[src/hw/idle_standby_pkg.sv]
// constants, state type and timeout decoding for the idle/standby timer
// assumes a 100 MHz core clock and a task-file style host port
`default_nettype none

package idle_standby_pkg;

  // ****************************************
  // task-file register addresses
  // ****************************************
  localparam logic [2:0] ADDR_ERROR = 3'h1;
  localparam logic [2:0] ADDR_COUNT = 3'h2;
  localparam logic [2:0] ADDR_SELECT = 3'h6;
  localparam logic [2:0] ADDR_CMD = 3'h7;

  // ****************************************
  // opcodes, bit positions, reset values
  // ****************************************
  localparam logic [7:0] OP_IDLE = 8'he3;
  localparam logic [7:0] OP_IDLE_ALT = 8'h97;
  localparam int ST_BSY = 7;
  localparam int ST_RDY = 6;
  localparam int ST_DSC = 4;
  localparam int ST_ERR = 0;
  localparam int ERR_ABT = 2;
  localparam int SEL_DEV = 4;
  localparam logic [7:0] BYTE_RESET = 8'h00;
  localparam logic [7:0] ERR_ABORT = 8'h04;

  // ****************************************
  // timing
  // ****************************************
  localparam int SECOND_NS = 1_000_000_000;
  localparam int CLK_PERIOD_NS = 10;
  localparam int TICK_CYCLES_DEF = SECOND_NS / CLK_PERIOD_NS;
  localparam int SEC_W = 15;
  localparam logic [7:0] CODE_OFF = 8'h00;
  localparam logic [7:0] CODE_SHORT_MAX = 8'hf0;
  localparam logic [7:0] CODE_LONG_MAX = 8'hfb;
  localparam logic [7:0] CODE_21M = 8'hfc;
  localparam logic [7:0] CODE_8H = 8'hfd;
  localparam logic [7:0] CODE_21M10 = 8'hfe;
  localparam int STEP_SHORT_S = 5;
  localparam int STEP_LONG_MIN = 30;
  localparam logic [SEC_W-1:0] T_SHORT_S = SEC_W'(STEP_SHORT_S);
  localparam logic [SEC_W-1:0] T_LONG_S = SEC_W'(STEP_LONG_MIN * 60);
  localparam logic [SEC_W-1:0] T_21M_S = SEC_W'(21 * 60);
  localparam logic [SEC_W-1:0] T_8H_S = SEC_W'(8 * 3600);
  localparam logic [SEC_W-1:0] T_21M10_S = SEC_W'(21 * 60 + 10);
  localparam logic [SEC_W-1:0] T_21M15_S = SEC_W'(21 * 60 + 15);
  localparam logic [SEC_W-1:0] CODE_BASE = SEC_W'(240);

  typedef enum logic [1:0] {PWR_STANDBY, PWR_SPINUP, PWR_IDLE} pwr_state_t;

  // either opcode selects the same idle operation
  function automatic logic is_idle_op(input logic [7:0] op);
    is_idle_op = (op == OP_IDLE) || (op == OP_IDLE_ALT);
  endfunction : is_idle_op

  // timeout code to seconds; zero means disabled
  function automatic logic [SEC_W-1:0] interval_seconds(input logic [7:0] code);
    logic [SEC_W-1:0] c;
    c = {7'h00, code};
    if (code == CODE_OFF)
      interval_seconds = '0;
    else if (code <= CODE_SHORT_MAX)
      interval_seconds = SEC_W'(c * T_SHORT_S);
    else if (code <= CODE_LONG_MAX)
      interval_seconds = SEC_W'((c - CODE_BASE) * T_LONG_S);
    else if (code == CODE_21M)
      interval_seconds = T_21M_S;
    else if (code == CODE_8H)
      interval_seconds = T_8H_S;
    else if (code == CODE_21M10)
      interval_seconds = T_21M10_S;
    else
      interval_seconds = T_21M15_S;
  endfunction : interval_seconds

endpackage : idle_standby_pkg

`default_nettype wire

[src/hw/idle_standby_timer.sv]
// idle command handling and automatic standby timer behind the task file
// assumes host strobes are synchronous to core_clk, one cycle each
//
// Functional notes
// - opcodes E3h and 97h both mean idle
// - accept: enter idle, load and start timer
// - spin up on entry unless already spinning
// - idle keeps spindle up, ready at once
// - timeout code zero disables auto standby
// - codes 1-240 x5 seconds, 241-251 x30 minutes
// - codes 252-255 map to fixed intervals
// - expiry in idle without host access enters standby; an expiry during spin-up is dropped
// - host access reloads full timer interval
`default_nettype none

module idle_standby_timer #(
  parameter int TICK_CYCLES = idle_standby_pkg::TICK_CYCLES_DEF,
  parameter logic DEV_SEL = 1'b0
) (
  // clock and reset
  input wire logic core_clk,
  input wire logic rst_n,
  // task-file host port
  input wire logic regWrite,
  input wire logic regRead,
  input wire logic [2:0] regAddr,
  input wire logic [7:0] regWrData,
  output logic [7:0] regRdData,
  // spindle
  input wire logic spindleReady,
  output logic spindleOn,
  // power state
  output logic inStandby
);

  // ****************************************
  // host port decode
  // ****************************************
  logic hostAccess, cmdAccept, idleAccept, badAccept;
  logic timerLoad, timerArmed, timerExpired;
  logic [idle_standby_pkg::SEC_W-1:0] timerSeconds, timerRemain;
  logic [7:0] statusVal;

  idle_standby_pkg::pwr_state_t state_reg, state_next;
  logic busy_reg, busy_next;
  logic [7:0] err_reg, err_next;
  logic [7:0] code_reg, code_next;
  logic [7:0] drive_reg, drive_next;
  logic [7:0] rd_reg, rd_next;
  logic [idle_standby_pkg::SEC_W-1:0] intv_reg, intv_next;

  // commands while busy or for the other drive are ignored
  assign hostAccess = regWrite || regRead;
  assign cmdAccept = regWrite && (regAddr == idle_standby_pkg::ADDR_CMD) && !busy_reg &&
                     (drive_reg[idle_standby_pkg::SEL_DEV] == DEV_SEL);
  assign idleAccept = cmdAccept && idle_standby_pkg::is_idle_op(regWrData);
  assign badAccept = cmdAccept && !idle_standby_pkg::is_idle_op(regWrData);

  // ****************************************
  // standby timer
  // ****************************************
  // load on accept
  // reload on host access
  // a fresh command wins over a plain reload in the same cycle
  assign timerLoad = idleAccept || (hostAccess && timerArmed);
  assign timerSeconds = idleAccept ? idle_standby_pkg::interval_seconds(code_reg) : intv_reg;

  standby_countdown #(
    .TICK_CYCLES(TICK_CYCLES)
  ) u_countdown (
    .core_clk(core_clk),
    .rst_n(rst_n),
    .load(timerLoad),
    .loadSeconds(timerSeconds),
    .armed(timerArmed),
    .expired(timerExpired),
    .remaining(timerRemain)
  );

  // ****************************************
  // status and command state
  // ****************************************
  // busy, ready when not busy, seek complete only in idle
  always_comb
  begin
    statusVal = idle_standby_pkg::BYTE_RESET;
    statusVal[idle_standby_pkg::ST_BSY] = busy_reg;
    statusVal[idle_standby_pkg::ST_RDY] = !busy_reg;
    statusVal[idle_standby_pkg::ST_DSC] = (state_reg == idle_standby_pkg::PWR_IDLE);
    statusVal[idle_standby_pkg::ST_ERR] = (err_reg != idle_standby_pkg::BYTE_RESET);
  end

  // next values of the command, power and register state
  always_comb
  begin
    state_next = state_reg;
    busy_next = busy_reg;
    err_next = err_reg;
    code_next = code_reg;
    drive_next = drive_reg;
    intv_next = intv_reg;
    rd_next = rd_reg;
    if (regWrite && (regAddr == idle_standby_pkg::ADDR_COUNT))
      code_next = regWrData;
    if (regWrite && (regAddr == idle_standby_pkg::ADDR_SELECT))
      drive_next = regWrData;
    case (state_reg)
      idle_standby_pkg::PWR_SPINUP:
      begin
        // idle only once spindle at speed
        if (spindleReady)
        begin
          state_next = idle_standby_pkg::PWR_IDLE;
          busy_next = 1'b0;
        end
      end
      idle_standby_pkg::PWR_IDLE:
      begin
        if (timerExpired)
          state_next = idle_standby_pkg::PWR_STANDBY;
      end
      default:
        state_next = state_reg;
    endcase
    if (idleAccept)
    begin
      err_next = idle_standby_pkg::BYTE_RESET;
      intv_next = idle_standby_pkg::interval_seconds(code_reg);
      if (spindleReady)
      begin
        state_next = idle_standby_pkg::PWR_IDLE;
        busy_next = 1'b0;
      end
      else
      begin
        state_next = idle_standby_pkg::PWR_SPINUP;
        busy_next = 1'b1;
      end
    end
    if (badAccept)
      err_next = idle_standby_pkg::ERR_ABORT;
    // read data registered; unmapped addresses read zero
    if (regRead)
    begin
      case (regAddr)
        idle_standby_pkg::ADDR_ERROR: rd_next = err_reg;
        idle_standby_pkg::ADDR_COUNT: rd_next = code_reg;
        idle_standby_pkg::ADDR_SELECT: rd_next = drive_reg;
        idle_standby_pkg::ADDR_CMD: rd_next = statusVal;
        default: rd_next = idle_standby_pkg::BYTE_RESET;
      endcase
    end
  end

  // registers only
  always_ff @(posedge core_clk or negedge rst_n)
  begin
    if (!rst_n)
    begin
      state_reg <= idle_standby_pkg::PWR_STANDBY;
      busy_reg <= 1'b0;
      err_reg <= idle_standby_pkg::BYTE_RESET;
      code_reg <= idle_standby_pkg::BYTE_RESET;
      drive_reg <= idle_standby_pkg::BYTE_RESET;
      intv_reg <= '0;
      rd_reg <= idle_standby_pkg::BYTE_RESET;
    end
    else
    begin
      state_reg <= state_next;
      busy_reg <= busy_next;
      err_reg <= err_next;
      code_reg <= code_next;
      drive_reg <= drive_next;
      intv_reg <= intv_next;
      rd_reg <= rd_next;
    end
  end

  // spindle runs in spin-up and idle, stops in standby
  assign spindleOn = (state_reg != idle_standby_pkg::PWR_STANDBY);
  assign inStandby = (state_reg == idle_standby_pkg::PWR_STANDBY);
  assign regRdData = rd_reg;
endmodule : idle_standby_timer

`default_nettype wire

[src/hw/standby_countdown.sv]
// seconds countdown with a one-second prescaler for the standby timer
// assumes load is a one-cycle strobe from the command logic
`default_nettype none

module standby_countdown #(
  parameter int TICK_CYCLES = idle_standby_pkg::TICK_CYCLES_DEF
) (
  // clock and reset
  input wire logic core_clk,
  input wire logic rst_n,
  // control
  input wire logic load,
  input wire logic [idle_standby_pkg::SEC_W-1:0] loadSeconds,
  // status
  output logic armed,
  output logic expired,
  output logic [idle_standby_pkg::SEC_W-1:0] remaining
);

  localparam int PRE_W = $clog2(TICK_CYCLES + 1);
  localparam logic [PRE_W-1:0] TICK_LAST = PRE_W'(TICK_CYCLES - 1);
  localparam logic [idle_standby_pkg::SEC_W-1:0] ONE_S = 15'h0001;

  if (TICK_CYCLES < 1)
  begin : g_bad_tick
    $error("TICK_CYCLES must be at least one");
  end

  logic [PRE_W-1:0] pre_reg, pre_next;
  logic [idle_standby_pkg::SEC_W-1:0] rem_reg, rem_next;
  logic arm_reg, arm_next, exp_reg, exp_next;

  // a load restarts the prescaler too, so a reload is a full interval
  always_comb
  begin
    pre_next = pre_reg;
    rem_next = rem_reg;
    arm_next = arm_reg;
    exp_next = 1'b0;
    if (load)
    begin
      pre_next = '0;
      rem_next = loadSeconds;
      arm_next = (loadSeconds != '0);
    end
    else if (arm_reg)
    begin
      if (pre_reg == TICK_LAST)
      begin
        pre_next = '0;
        rem_next = rem_reg - ONE_S;
        if (rem_reg == ONE_S)
        begin
          arm_next = 1'b0;
          exp_next = 1'b1;
        end
      end
      else
        pre_next = pre_reg + PRE_W'(1);
    end
  end

  // registers only
  always_ff @(posedge core_clk or negedge rst_n)
  begin
    if (!rst_n)
    begin
      pre_reg <= '0;
      rem_reg <= '0;
      arm_reg <= 1'b0;
      exp_reg <= 1'b0;
    end
    else
    begin
      pre_reg <= pre_next;
      rem_reg <= rem_next;
      arm_reg <= arm_next;
      exp_reg <= exp_next;
    end
  end

  assign armed = arm_reg;
  assign expired = exp_reg;
  assign remaining = rem_reg;
endmodule : standby_countdown

`default_nettype wire

[config.mk]
export PLATFORM = sky130hd
export DESIGN_NAME = idle_standby_timer
export DESIGN_NICKNAME = d
export VERILOG_FILES = /design/src/hw/idle_standby_pkg.sv /design/src/hw/idle_standby_timer.sv /design/src/hw/standby_countdown.sv
export SDC_FILE = /design/constraint.sdc
export NUM_CORES = 1
export LEC_CHECK = 0
export ABC_AREA = 1
export BUFFER_PORTS_ARGS = -buffer_cell sky130_fd_sc_hd__buf_2
export CAP_MARGIN = 30
export CORE_UTILIZATION = 55
export CTS_CLUSTER_DIAMETER = 80
export DETAILED_ROUTE_END_ITERATION = 12
export GPL_ROUTABILITY_DRIVEN = 0
export GPL_TIMING_DRIVEN = 0
export PLACE_DENSITY = 0.76
export SLEW_MARGIN = 0
export SYNTH_ARGS = -nofsm -noshare
export SYNTH_HDL_FRONTEND = slang
export SYNTH_SLANG_ARGS = --single-unit
[constraint.sdc]
create_clock -name core_clk -period 3.9 [get_ports core_clk]
set_input_delay 1.17 -clock core_clk [delete_from_list [all_inputs] [get_ports core_clk]]
set_output_delay 1.17 -clock core_clk [all_outputs]
set_load 0.05 [all_outputs]
After elaboration in Yosys (flattened, before gate mapping)
Index checks and enable logic that the tools add are counted.
Cells by class
  $add $sub $neg: 3
  multiply operators: 2
  div/mod/pow operators: 0
  magnitude comparators: 2
  eq/ne operators: 15
  shift operators: 0
  mux-type cells: 33
  bitwise logic cells: 1
  reduce and logical (&&, ||, !) cells: 27
Operator list (count)
  $mux 15: 9
  $mux 27: 3
  $eq 8x8->1 const B: 5
  $pmux 8 s4: 1
  $add 27x1->27 const B: 1
  $eq 27x27->1 const B: 1
  $le 8x8->1 const B: 2
  $mux 8: 2
  $eq 15x1->1 const B: 1
  $mul 15x8->12 const B: 1
  $reduce_bool 15->1: 1
  $sub 15x1->15 const B: 1
  $mux 1: 12
  $reduce_bool 2->1: 6
  $mul 8x3->11 const B: 1
  $sub 8x8->9 const B: 1
  $logic_and 1x1->1: 8
  $logic_not 8->1: 1
  $mux 2: 4
  $reduce_bool 8->1: 1
  $eq 3x3->1 const B: 2
  $mux 4: 1
  $pmux 2 s2: 1
  $reduce_and 2->1: 2
  12 further kinds: 15
Storage, ports and cells
  register bits after elaboration: 94
  latch bits: 0
  bits in writable memories: 0
  bits in read-only memories: 0
  bits of input ports: 16
  output and inout bits: 10
  logic and storage cells: 94
  memories kept: 0

Longest topological paths before layout
Gate-level depths: netlist of the first run.
  word-level depth: 10
  depth in mapped cells: 23
  mapped depth without buffers: 23

By module
From an unflattened synthesis of the first run, not the netlist that was laid out.
Unflattened totals
  cell total of the unflattened synthesis: 894
  area total of the unflattened synthesis: 6418.7 sq um
By module, submodules not included
  idle_standby_timer: times used 1, cells an instance 417, area an instance 3311.9 sq um, sequential area each 1076.0 sq um
  standby_countdown: times used 1, cells an instance 477, area an instance 3106.7 sq um, sequential area each 1101.1 sq um

Worst setup path before layout of the first run
Ideal clock, no wire load.
  path kind: register to register
  start: register code_reg[1]
  end: register u_countdown.rem_reg, in the netlist u_countdown.remaining[14]
  library setup time: 0.127 ns
  arrival time: 3.524 ns
  required time: 3.773 ns
  setup slack: 0.248 ns
  cell stages (with the launch flop): 20
  buffers on the path: 0
  clock period less this slack: 3.652 ns
  cells stage by stage: dfrtp_1 inv_1 fa_1 inv_1 ha_1 fa_1 ha_1 fa_1 nand3_1 nand3_1 inv_1 nand3_1 nand2_1 nand2_1 nand2_1 nand2_1 a21boi_0 inv_1 nor2_1 o21ai_0
On the way
  word-level cells in the longest chain between the ends: 8
  elaborated cells on any way between the ends: 14
  those cells by class: add/sub (1); mul (1); order compare (2); eq/ne (2); mux (7); reduce/logical (1)
Ends and longest elaborated chain
  start, declared: RTL line idle_standby_timer.sv:47  | logic [7:0] code_reg, code_next;
  start signal, assigned: RTL line idle_standby_timer.sv:163  | code_reg <= idle_standby_pkg::BYTE_RESET;
  start signal, assigned: RTL line idle_standby_timer.sv:173  | code_reg <= code_next;
  parallel branches: the longest is 5 deep, another holds $mul 15x8->12
  $mux 15 *: RTL line idle_standby_pkg.sv:63  | if (code == CODE_OFF)
  $mux 15 *: RTL line idle_standby_timer.sv:66  | assign timerSeconds = idleAccept ? idle_standby_pkg::interval_seconds(code_reg) : intv_reg;
  $mux 15 *: RTL line standby_countdown.sv:40  | if (load)
  end signal, assigned: RTL line standby_countdown.sv:76  | rem_reg <= rem_next;
  end, declared: RTL line standby_countdown.sv:30  | logic [idle_standby_pkg::SEC_W-1:0] rem_reg, rem_next;
Mark *: on every way between the ends.
A chain may end at the register's enable or synchronous reset.

Worst setup path after layout of the first run
  start: register code_reg[1]
  end: register u_countdown.arm_reg, in the netlist u_countdown.armed
On the way
  word-level cells in the longest chain between the ends: 10
  elaborated cells on any way between the ends: 18
  those cells by class: add/sub (1); mul (2); order compare (2); eq/ne (3); mux (8); reduce/logical (2)
Ends and longest elaborated chain
  parallel branches: the longest is 6 deep, another holds $mul 15x8->12
  $mux 15 *: RTL line idle_standby_pkg.sv:63
  $mux 15 *: RTL line idle_standby_timer.sv:66
  $reduce_bool 15->1 *: RTL line standby_countdown.sv:44  | arm_next = (loadSeconds != '0);
  $mux 1 *: RTL line standby_countdown.sv:40
  via u_countdown.arm_next: RTL line standby_countdown.sv:31  | logic arm_reg, arm_next, exp_reg, exp_next;
  end signal, assigned: RTL line standby_countdown.sv:77  | arm_reg <= arm_next;
  end, declared: RTL line standby_countdown.sv:31
Mark *: on every way through the listed nets, which the timed path passes.

==> results.rst, run 1 <==
.. list-table::
   :header-rows: 1

   * - Metric
     - Value
   * - Cell Count, Final, Fillers Out
     - 1030
   * - Kind of critical path
     - flop to flop
   * - Post-synthesis average cell area
     - 7.365 sq um
   * - Overall die width
     - 108.3 microns
   * - Count of boundary I/O pins
     - 26
   * - Number of fillers in the final layout
     - between 900 and 1000
   * - Yosys cell types
     - 45
   * - Share of synthesized cell area in full adder, half adder and majority cells
     - 10.63%
   * - Number of buffers created by CTS
     - 9
   * - Final nets
     - 949
   * - Final hold vios
     - 0
   * - Post-route ant nets
     - 0
   * - Prevailing post-synth register cell
     - dfrtp_1
   * - Instance count of the mapped netlist
     - 844
   * - Pwr per Cell Area
     - 583.1 mW/mm^2
   * - Fraction of the mapped netlist area in compound gates
     - a little over 9%
   * - Category of the worst setup path launch point
     - flop
   * - Outcome
     - completed
   * - Worst-path clk slew
     - 0.06 ns
   * - Ranking of synthesized cells by instance count
     - nand2_1, nor2_1, inv_1
   * - Area enclosed by the die boundary
     - 0.01173 sq mm
   * - Element type at the critical path end
     - flop
   * - Synth Cell Area
     - ~0.0062 sq mm
   * - Inserted Diodes
     - 0
   * - Synth top area share
     - 35.02%
   * - Final period demand of the worst path
     - 3.659 ns
   * - Wire length of the first global-routing pass
     - 24500 microns
   * - Area share of xor/xnor cells in the synthesized design
     - 3.241%
   * - Leakage
     - 0.003494 uW
   * - Yosys warning total
     - 0
   * - Worst min-delay path class
     - flop to flop
   * - Largest buffer count on any clock path
     - 2
   * - Worst EP required
     - a little over 4 ns
   * - Worst Max-Slew Pin Slew
     - ~0.54 ns
   * - Largest family of logic cells by synthesized area
     - simple AND/OR/NAND/NOR gates
   * - Achievable frequency
     - 0.2733 GHz
   * - Number of nets in the synthesized netlist
     - around 900
   * - Wire length per cell after detailed routing
     - 14.06 microns
   * - Pins Over Slew Limit
     - 0
   * - Post-synthesis async set-or-reset flop share
     - between 90% and 100%
   * - CTS HTree Levels
     - 3
   * - PnR Total Power
     - between 4000 and 5000 uW
   * - Total global-route track usage
     - 26.95%
   * - Cell type with the highest aggregate area in the netlist
     - dfrtp_1
   * - Clock root cell
     - clkbuf_16
   * - Tcrit/Tclk final
     - between 90% and 100%
   * - Cell count after placement
     - between 1000 and 1500
   * - Drt initial violations
     - 330
   * - Number of flip-flops in the largest register
     - 27
   * - Portion of the post-synthesis area used by sequential elements
     - 35.02%
   * - Via count of the first global-routing pass
     - 5204
   * - Headroom to the max-slew limit
     - 63.86%
   * - Initial Utilization
     - between 50% and 60%
   * - Pin count of the biggest net entering global routing
     - 65
   * - Area growth, synth to finish
     - 11.19%
   * - Most frequent cell after synthesis
     - nand2_1
   * - Number of flops mapped to enable cells by yosys
     - 0
   * - Total vias in the final route
     - about 5600
   * - Core region area
     - about 0.011 sq mm
   * - Post-detailed-route DRC marker count
     - 0
   * - Post-route clock skew
     - 0.005521 ns
   * - Drt pass-1 iters
     - 5
   * - CP arrival
     - 3.90 ns
   * - Number of rows in the core area
     - 38
   * - Clock insertion delay at the later pin of the skew report
     - 0.35 ns
   * - Die span in y
     - 108.3 microns
   * - Top post-synthesis cells by area
     - dfrtp_1, nand2_1, ha_1, nor2_1, inv_1
   * - Clock net sink count
     - 87
   * - Crit-path max FO
     - 6
   * - Maximum resistive drop on vdd
     - 388.9 uV
   * - Antenna violations before repair
     - 0
   * - Portion of netlist area occupied by mux cells
     - 1.449%
   * - Final setup viols
     - 0
   * - Congestion Overflow GR
     - 0
   * - TritonCTS clock tree
     - done
   * - Share of final-layout standard cells stronger than drive strength 1
     - between 10% and 20%
   * - Max-capacitance violation count
     - 0
   * - Total length of routed wires
     - 14490 microns
   * - Detail Placement HPWL
     - 10810 microns
   * - Number of flip-flops and latches in the synthesized netlist
     - 87
   * - Vias per inst
     - 5.436
   * - Simple-gate share of the synthesized area
     - 32.59%
   * - Input/output buffers
     - 24
   * - Worst hold margin
     - 0.4932 ns
-- cell usage in the layout (no fill, tap or decap), drive strengths merged, types with 5 or more instances in the layout --
cell type	count
xor2	20
nand2	241
dfrtp	87
nor2	114
clkbuf	14
buf	43
a21oi	23
fa	8
mux2	8
ha	40
o21ai	56
nor3	22
o211ai	6
inv	101
nand4	11
nand3	63
nor4	5
-- cell type report --
| class | count | area [sq um] | area share [%] |
|---|---|---|---|
| clock inverters | 5 | 33.78 | 0.4888 |
| inverters | 102 | 391.6 | 5.666 |
| plain buffers | 16 | 97.59 | 1.412 |
| flip-flops and latches | 87 | 2182 | 31.57 |
| clock buffers | 11 | 242.7 | 3.512 |
| well taps | 140 | 175.2 | 2.534 |
| multi-input cells | 639 | 3597 | 52.05 |
| repair buffers | 30 | 191.4 | 2.770 |
-- power breakdown --
group	total [uW]	internal (uW)	switching [uW]
Sequential	1180	1050	134
Clock	805	448	357
Combinational	2050	747	1300
Total	4030	2240	1790
-- routing by layer --
metal / routed length [microns] / vias to the layer above / global-route usage, %
met5: 0 / - / 0
met4: 297 / 0 / 9.073
met3: 703 / 25 / 4.762
met2: 6325 / 141 / 40.76
met1: 7158 / 2607 / 39.03
li1: - / 2826 / -
-- timing repair --
action                                  CTS  global route
hold buffers                              0             0
pin swaps                                 0             2
endpoints found under the setup margin    3             4
gates resized for setup                   4            12
buffers inserted                          4             1
-- logic make-up after synthesis --
group / count (synthesis)
xor gates and xnor gates: 23
muxes: 8
DFF: 87
and+or+nand+nor: 460
adders and majority gates: 48
AOI/OAI and AO/OA: 100
buffers and inverters: 118
-- stage by stage --
| stage | setup slack (ns) | area [sq um] | util, % | TNS (ns) |
|---|---|---|---|---|
| floorplan | 0.2482 | 6216 | - | 0 |
| global placement | -0.2745 | 6511 | 59.54 | -0.6370 |
| detailed placement | -0.2955 | 6541 | 59.82 | -0.7123 |
| CTS | 0.003612 | 6855 | 62.69 | 0 |
| global route | -0.01411 | 6912 | 63.20 | -0.02246 |
| finish | 0.2405 | 6912 | 63.20 | 0 |
-- worst max-delay path, stage by stage (launching register included) --
cell	delay, ns
dfrtp_2	0.43
buf_6	0.15
fa_1	0.45
ha_1	0.29
ha_1	0.28
ha_1	0.30
ha_2	0.21
fa_2	0.42
nand3_1	0.12
nand3_2	0.09
inv_1	0.08
nand3_1	0.07
nand2_1	0.06
nand2_1	0.05
nand2_1	0.09
nand2_1	0.07
nand2_1	0.06
nand3_1	0.07
nor2_2	0.11
nand2_1	0.06
nand2_1	0.05
nand2_1	0.05
-- final timing paths --
check	start	endpoint	slack (ns)	cells after the start
max	code_reg[1]	u_countdown.armed	0.24	21
min	drive_reg[5]	drive_reg[5]	0.49	2
max reg2reg	code_reg[1]	u_countdown.armed	0.24	21
min reg2reg	drive_reg[5]	drive_reg[5]	0.49	2
max in group asynchronous	rst_n	code_reg[1]	2.54	2
min in group asynchronous	rst_n	u_countdown.remaining[5]	0.73	1
(Power assumes the default switching activity.)
==> run 2: changes to the inputs <==
--- a/config.mk
+++ b/config.mk
@@ -17,4 +17,5 @@
 export SLEW_MARGIN = 0
 export SYNTH_ARGS = -nofsm -noshare
 export SYNTH_HDL_FRONTEND = slang
+export SYNTH_HIERARCHICAL = 1
 export SYNTH_SLANG_ARGS = --single-unit
==> results.rst, run 2 <==
.. list-table::
   :header-rows: 1

   * - Metric
     - Value
   * - Category of the worst setup path launch point
     - flop
   * - Die span in y
     - 110.0 microns (+1.6%)
   * - Number of rows in the core area
     - 39 (+2.6%)
   * - Startpoint of the most critical setup path
     - code_reg[2]
   * - Clock insertion delay at the later pin of the skew report
     - 0.36 ns (about the same)
   * - Crit-path cells
     - buf_6 > fa_1 > ha_1 > ha_4 > ha_4 > ha_4 > fa_2 > inv_1 > nor2_1 > nor2_1 > nand3_1 > nand2_2 > inv_1 > nand2_1 > nand3_1 > nand2_1 > nand2_2 > nor3_2 > nand3_1 > o21ai_2 > nand2_1
   * - Core region area
     - 0.01142 sq mm (+4.4%)
   * - Number of nets in the synthesized netlist
     - 958 (+5.5%)
   * - Worst-path clk slew
     - 0.07 ns (about the same)
   * - Number of flip-flops in the largest register
     - 27 (unchanged)
   * - Element type at the critical path end
     - flop
   * - Maximum resistive drop on vdd
     - 391.0 uV (+0.53%)
   * - Leakage
     - 0.003634 uW (+4.0%)
   * - Area growth, synth to finish
     - 12.30%
   * - Initial Utilization
     - 56.21% (-0.63 points)
   * - Post-detailed-route DRC marker count
     - 0 (unchanged)
   * - Drt pass-1 iters
     - 5 (unchanged)
   * - Instance count of the mapped netlist
     - 894 (+5.9%)
   * - Total global-route track usage
     - 26.80% (-0.16 points)
   * - Outcome
     - completed
   * - Final nets
     - 997 (+5.1%)
   * - Largest incremental delay on the critical path
     - 0.50 ns (+0.05 ns)
   * - Final setup viols
     - 0 (unchanged)
   * - Slowest cell on the critical path
     - fa_1
   * - Inserted Diodes
     - 0 (unchanged)
   * - Kind of critical path
     - flop to flop
   * - Input/output buffers
     - 24 (unchanged)
   * - Wire length per cell after detailed routing
     - 13.74 microns (-2.3%)
   * - Total length of routed wires
     - 14850 microns (+2.5%)
   * - Final hold vios
     - 0 (unchanged)
   * - Length in cells of the worst reg-to-reg path
     - 21 (unchanged)
   * - Final total negative setup slack
     - 0 ns (unchanged)
   * - Post-route clock skew
     - 0.009259 ns (+0.003738 ns)
   * - Clock net sink count
     - 87 (unchanged)
   * - Crit-path max FO
     - 7 (+1)
   * - CP arrival
     - 4.03 ns (+0.13 ns)
   * - Launch instance of the worst register-to-register path
     - code_reg[2]
   * - Synth top area share
     - 33.92% (-1.1 points)
   * - Number of flip-flops and latches in the synthesized netlist
     - 87 (unchanged)
   * - Pwr per Cell Area
     - 449.2 mW/mm^2 (-23%)
   * - Worst hold margin
     - 0.4882 ns (-0.004990 ns)
   * - Ranking of synthesized cells by instance count
     - nand2_1, inv_1, nor2_1
   * - Post-route ant nets
     - 0 (unchanged)
   * - Worst EP required
     - 4.14 ns (about the same)
   * - Clock root cell
     - clkbuf_16
   * - Worst Max-Slew Pin Slew
     - 0.4749 ns (-0.06525 ns)
   * - Via count of the first global-routing pass
     - 5248 (+0.85%)
   * - Hold buffer count at cts
     - 0 (unchanged)
   * - Headroom to the max-slew limit
     - 68.34% (+4.5 points)
   * - Pins Over Slew Limit
     - 0 (unchanged)
   * - Yosys cell types
     - 48 (+6.7%)
   * - Worst hold path depth
     - 2 (unchanged)
   * - Overall die width
     - 110.0 microns (+1.6%)
   * - Area enclosed by the die boundary
     - 0.01211 sq mm (+3.2%)
   * - Antenna violations before repair
     - 0 (unchanged)
   * - Synth Cell Area
     - 0.006419 sq mm (+3.3%)
   * - Max-capacitance violation count
     - 0 (unchanged)
   * - Cell type with the highest aggregate area in the netlist
     - dfrtp_1
   * - Top post-synthesis cells by area
     - dfrtp_1, nand2_1, ha_1, inv_1, nor2_1
   * - Portion of the post-synthesis area used by sequential elements
     - 33.92% (-1.1 points)
   * - Most common library cell in the layout ignoring fill and taps
     - nand2_1
   * - Largest buffer count on any clock path
     - 2 (unchanged)
   * - CTS HTree Levels
     - 3 (unchanged)
   * - Total vias in the final route
     - 5679 (+1.4%)
   * - Share of final-layout standard cells stronger than drive strength 1
     - 14.93% (+2.2 points)
   * - Tcrit/Tclk final
     - 97.13% (+3.3 points)
   * - Congestion Overflow GR
     - 0 (unchanged)
   * - Vias per inst
     - 5.253 (-3.4%)
   * - Start point of the worst hold path
     - drive_reg[4]
   * - Number of buffers created by CTS
     - 9 (unchanged)
   * - Most frequent cell after synthesis
     - nand2_1
   * - Final core utilization
     - 63.13% (-0.076 points)
   * - Wire length of the first global-routing pass
     - 24760 microns (+1.1%)
   * - Worst min-delay path class
     - flop to flop
   * - Count of boundary I/O pins
     - 26 (unchanged)
   * - Number of flops mapped to enable cells by yosys
     - 0 (unchanged)
   * - Post-synthesis async set-or-reset flop share
     - 100.0% (unchanged)
   * - Most frequent cells in the layout
     - nand2_1, inv_1, nor2_1
   * - Yosys warning total
     - 6 (+6)
   * - Achievable frequency
     - 0.2640 GHz (-3.4%)
   * - Detail Placement HPWL
     - 11190 microns (+3.5%)
   * - Prevailing post-synth register cell
     - dfrtp_1
   * - Drt initial violations
     - 330 (unchanged)
   * - TritonCTS clock tree
     - done
   * - Pin count of the biggest net entering global routing
     - 55 (-15%)
   * - Final period demand of the worst path
     - 3.788 ns (+0.1287 ns)
   * - Post-synthesis average cell area
     - 7.180 sq um (-2.5%)
==> run 2: changes by cell type after synthesis, moves of 5 or more <==
cell,previous run,this run
or2_2,0,7
nor2_4,2,9
nor3_2,9,1
inv_2,10,5
nand2_1,237,287
xor2_1,20,4
nand2_2,2,9
o21ai_1,14,8
inv_1,91,108
a21oi_1,23,14
nor2_1,109,102
==> run 2: metal layers <==
layer	GRT usage [%]	routed length, microns
met1	38.14	7241
met4	8.667	219
met3	3.704	625
met2	42.10	6768
met5	0	0
==> run 2: cells by family after synthesis <==
group	count (synthesis)	synth area share [%]
AOI/OAI and AO/OA	85	7.446
and+or+nand+nor	528	37.17
muxes	8	1.404
buffers and inverters	130	8.674
adders and majority gates	48	10.29
xor gates and xnor gates	8	1.092
DFF	87	33.92
==> run 2: worst paths after layout <==
kind                                             end  slack (ns)
setup / recovery                   u_countdown/armed        0.11
min in group asynchronous  u_countdown/remaining[12]        0.77
setup reg to reg                   u_countdown/armed        0.11
max in group asynchronous                code_reg[4]        2.49
hold / removal                          drive_reg[4]        0.49
hold reg to reg                         drive_reg[4]        0.49
==> run 2: power breakdown <==
| part | total, uW | leakage [uW] | switching [uW] | internal, uW |
|---|---|---|---|---|
| logic | 1380 | 0.00234 | 759 | 619 |
| clock network | 861 | 0.000147 | 408 | 453 |
| registers | 998 | 0.00115 | 50.0 | 948 |
| total | 3240 | 0.00363 | 1220 | 2020 |
==> run 2: stage by stage <==
step	area [sq um]	setup slack (ns)	power, uW	std cells
2_1_floorplan	6419	0.1190	1828	894
3_3_place_gp	6718	-0.3916	2067	1061
3_5_place_dp	6748	-0.4338	2105	1062
4_1_cts	7109	0.003506	3105	1081
5_1_grt	7208	-0.04521	3488	1081
6_report	7208	0.1118	3238	1081
==> run 2: area by class of cell <==
| class | count | area [sq um] |
|---|---|---|
| Timing Repair Buffer | 28 | 176.4 |
| Multi-Input combinational cell | 677 | 3819 |
| Clock buffer | 9 | 225.2 |
| Sequential cell | 87 | 2183 |
| Buffer | 15 | 117.6 |
| Inverter | 115 | 439.2 |
| Clock inverter | 7 | 68.82 |
| Fill cell | 1029 | 4210 |
| Tap cell | 143 | 178.9 |
==> run 2: critical path, delay by kind of cell, from the launching register on <==
kind / cells / cell delay [ns]
adders and majority gates: 6 / 1.92
DFF: 1 / 0.43
AOI/OAI and AO/OA: 1 / 0.15
buffers and inverters: 3 / 0.26
and+or+nand+nor: 11 / 0.92
==> run 2: repair_timing <==
action / CTS / global route
resized for setup: 10 / 16
setup buffers: 3 / 0
endpoints found under the setup margin: 4 / 2
endpoints found under the hold margin: 0 / 0
pin swaps: 1 / 10
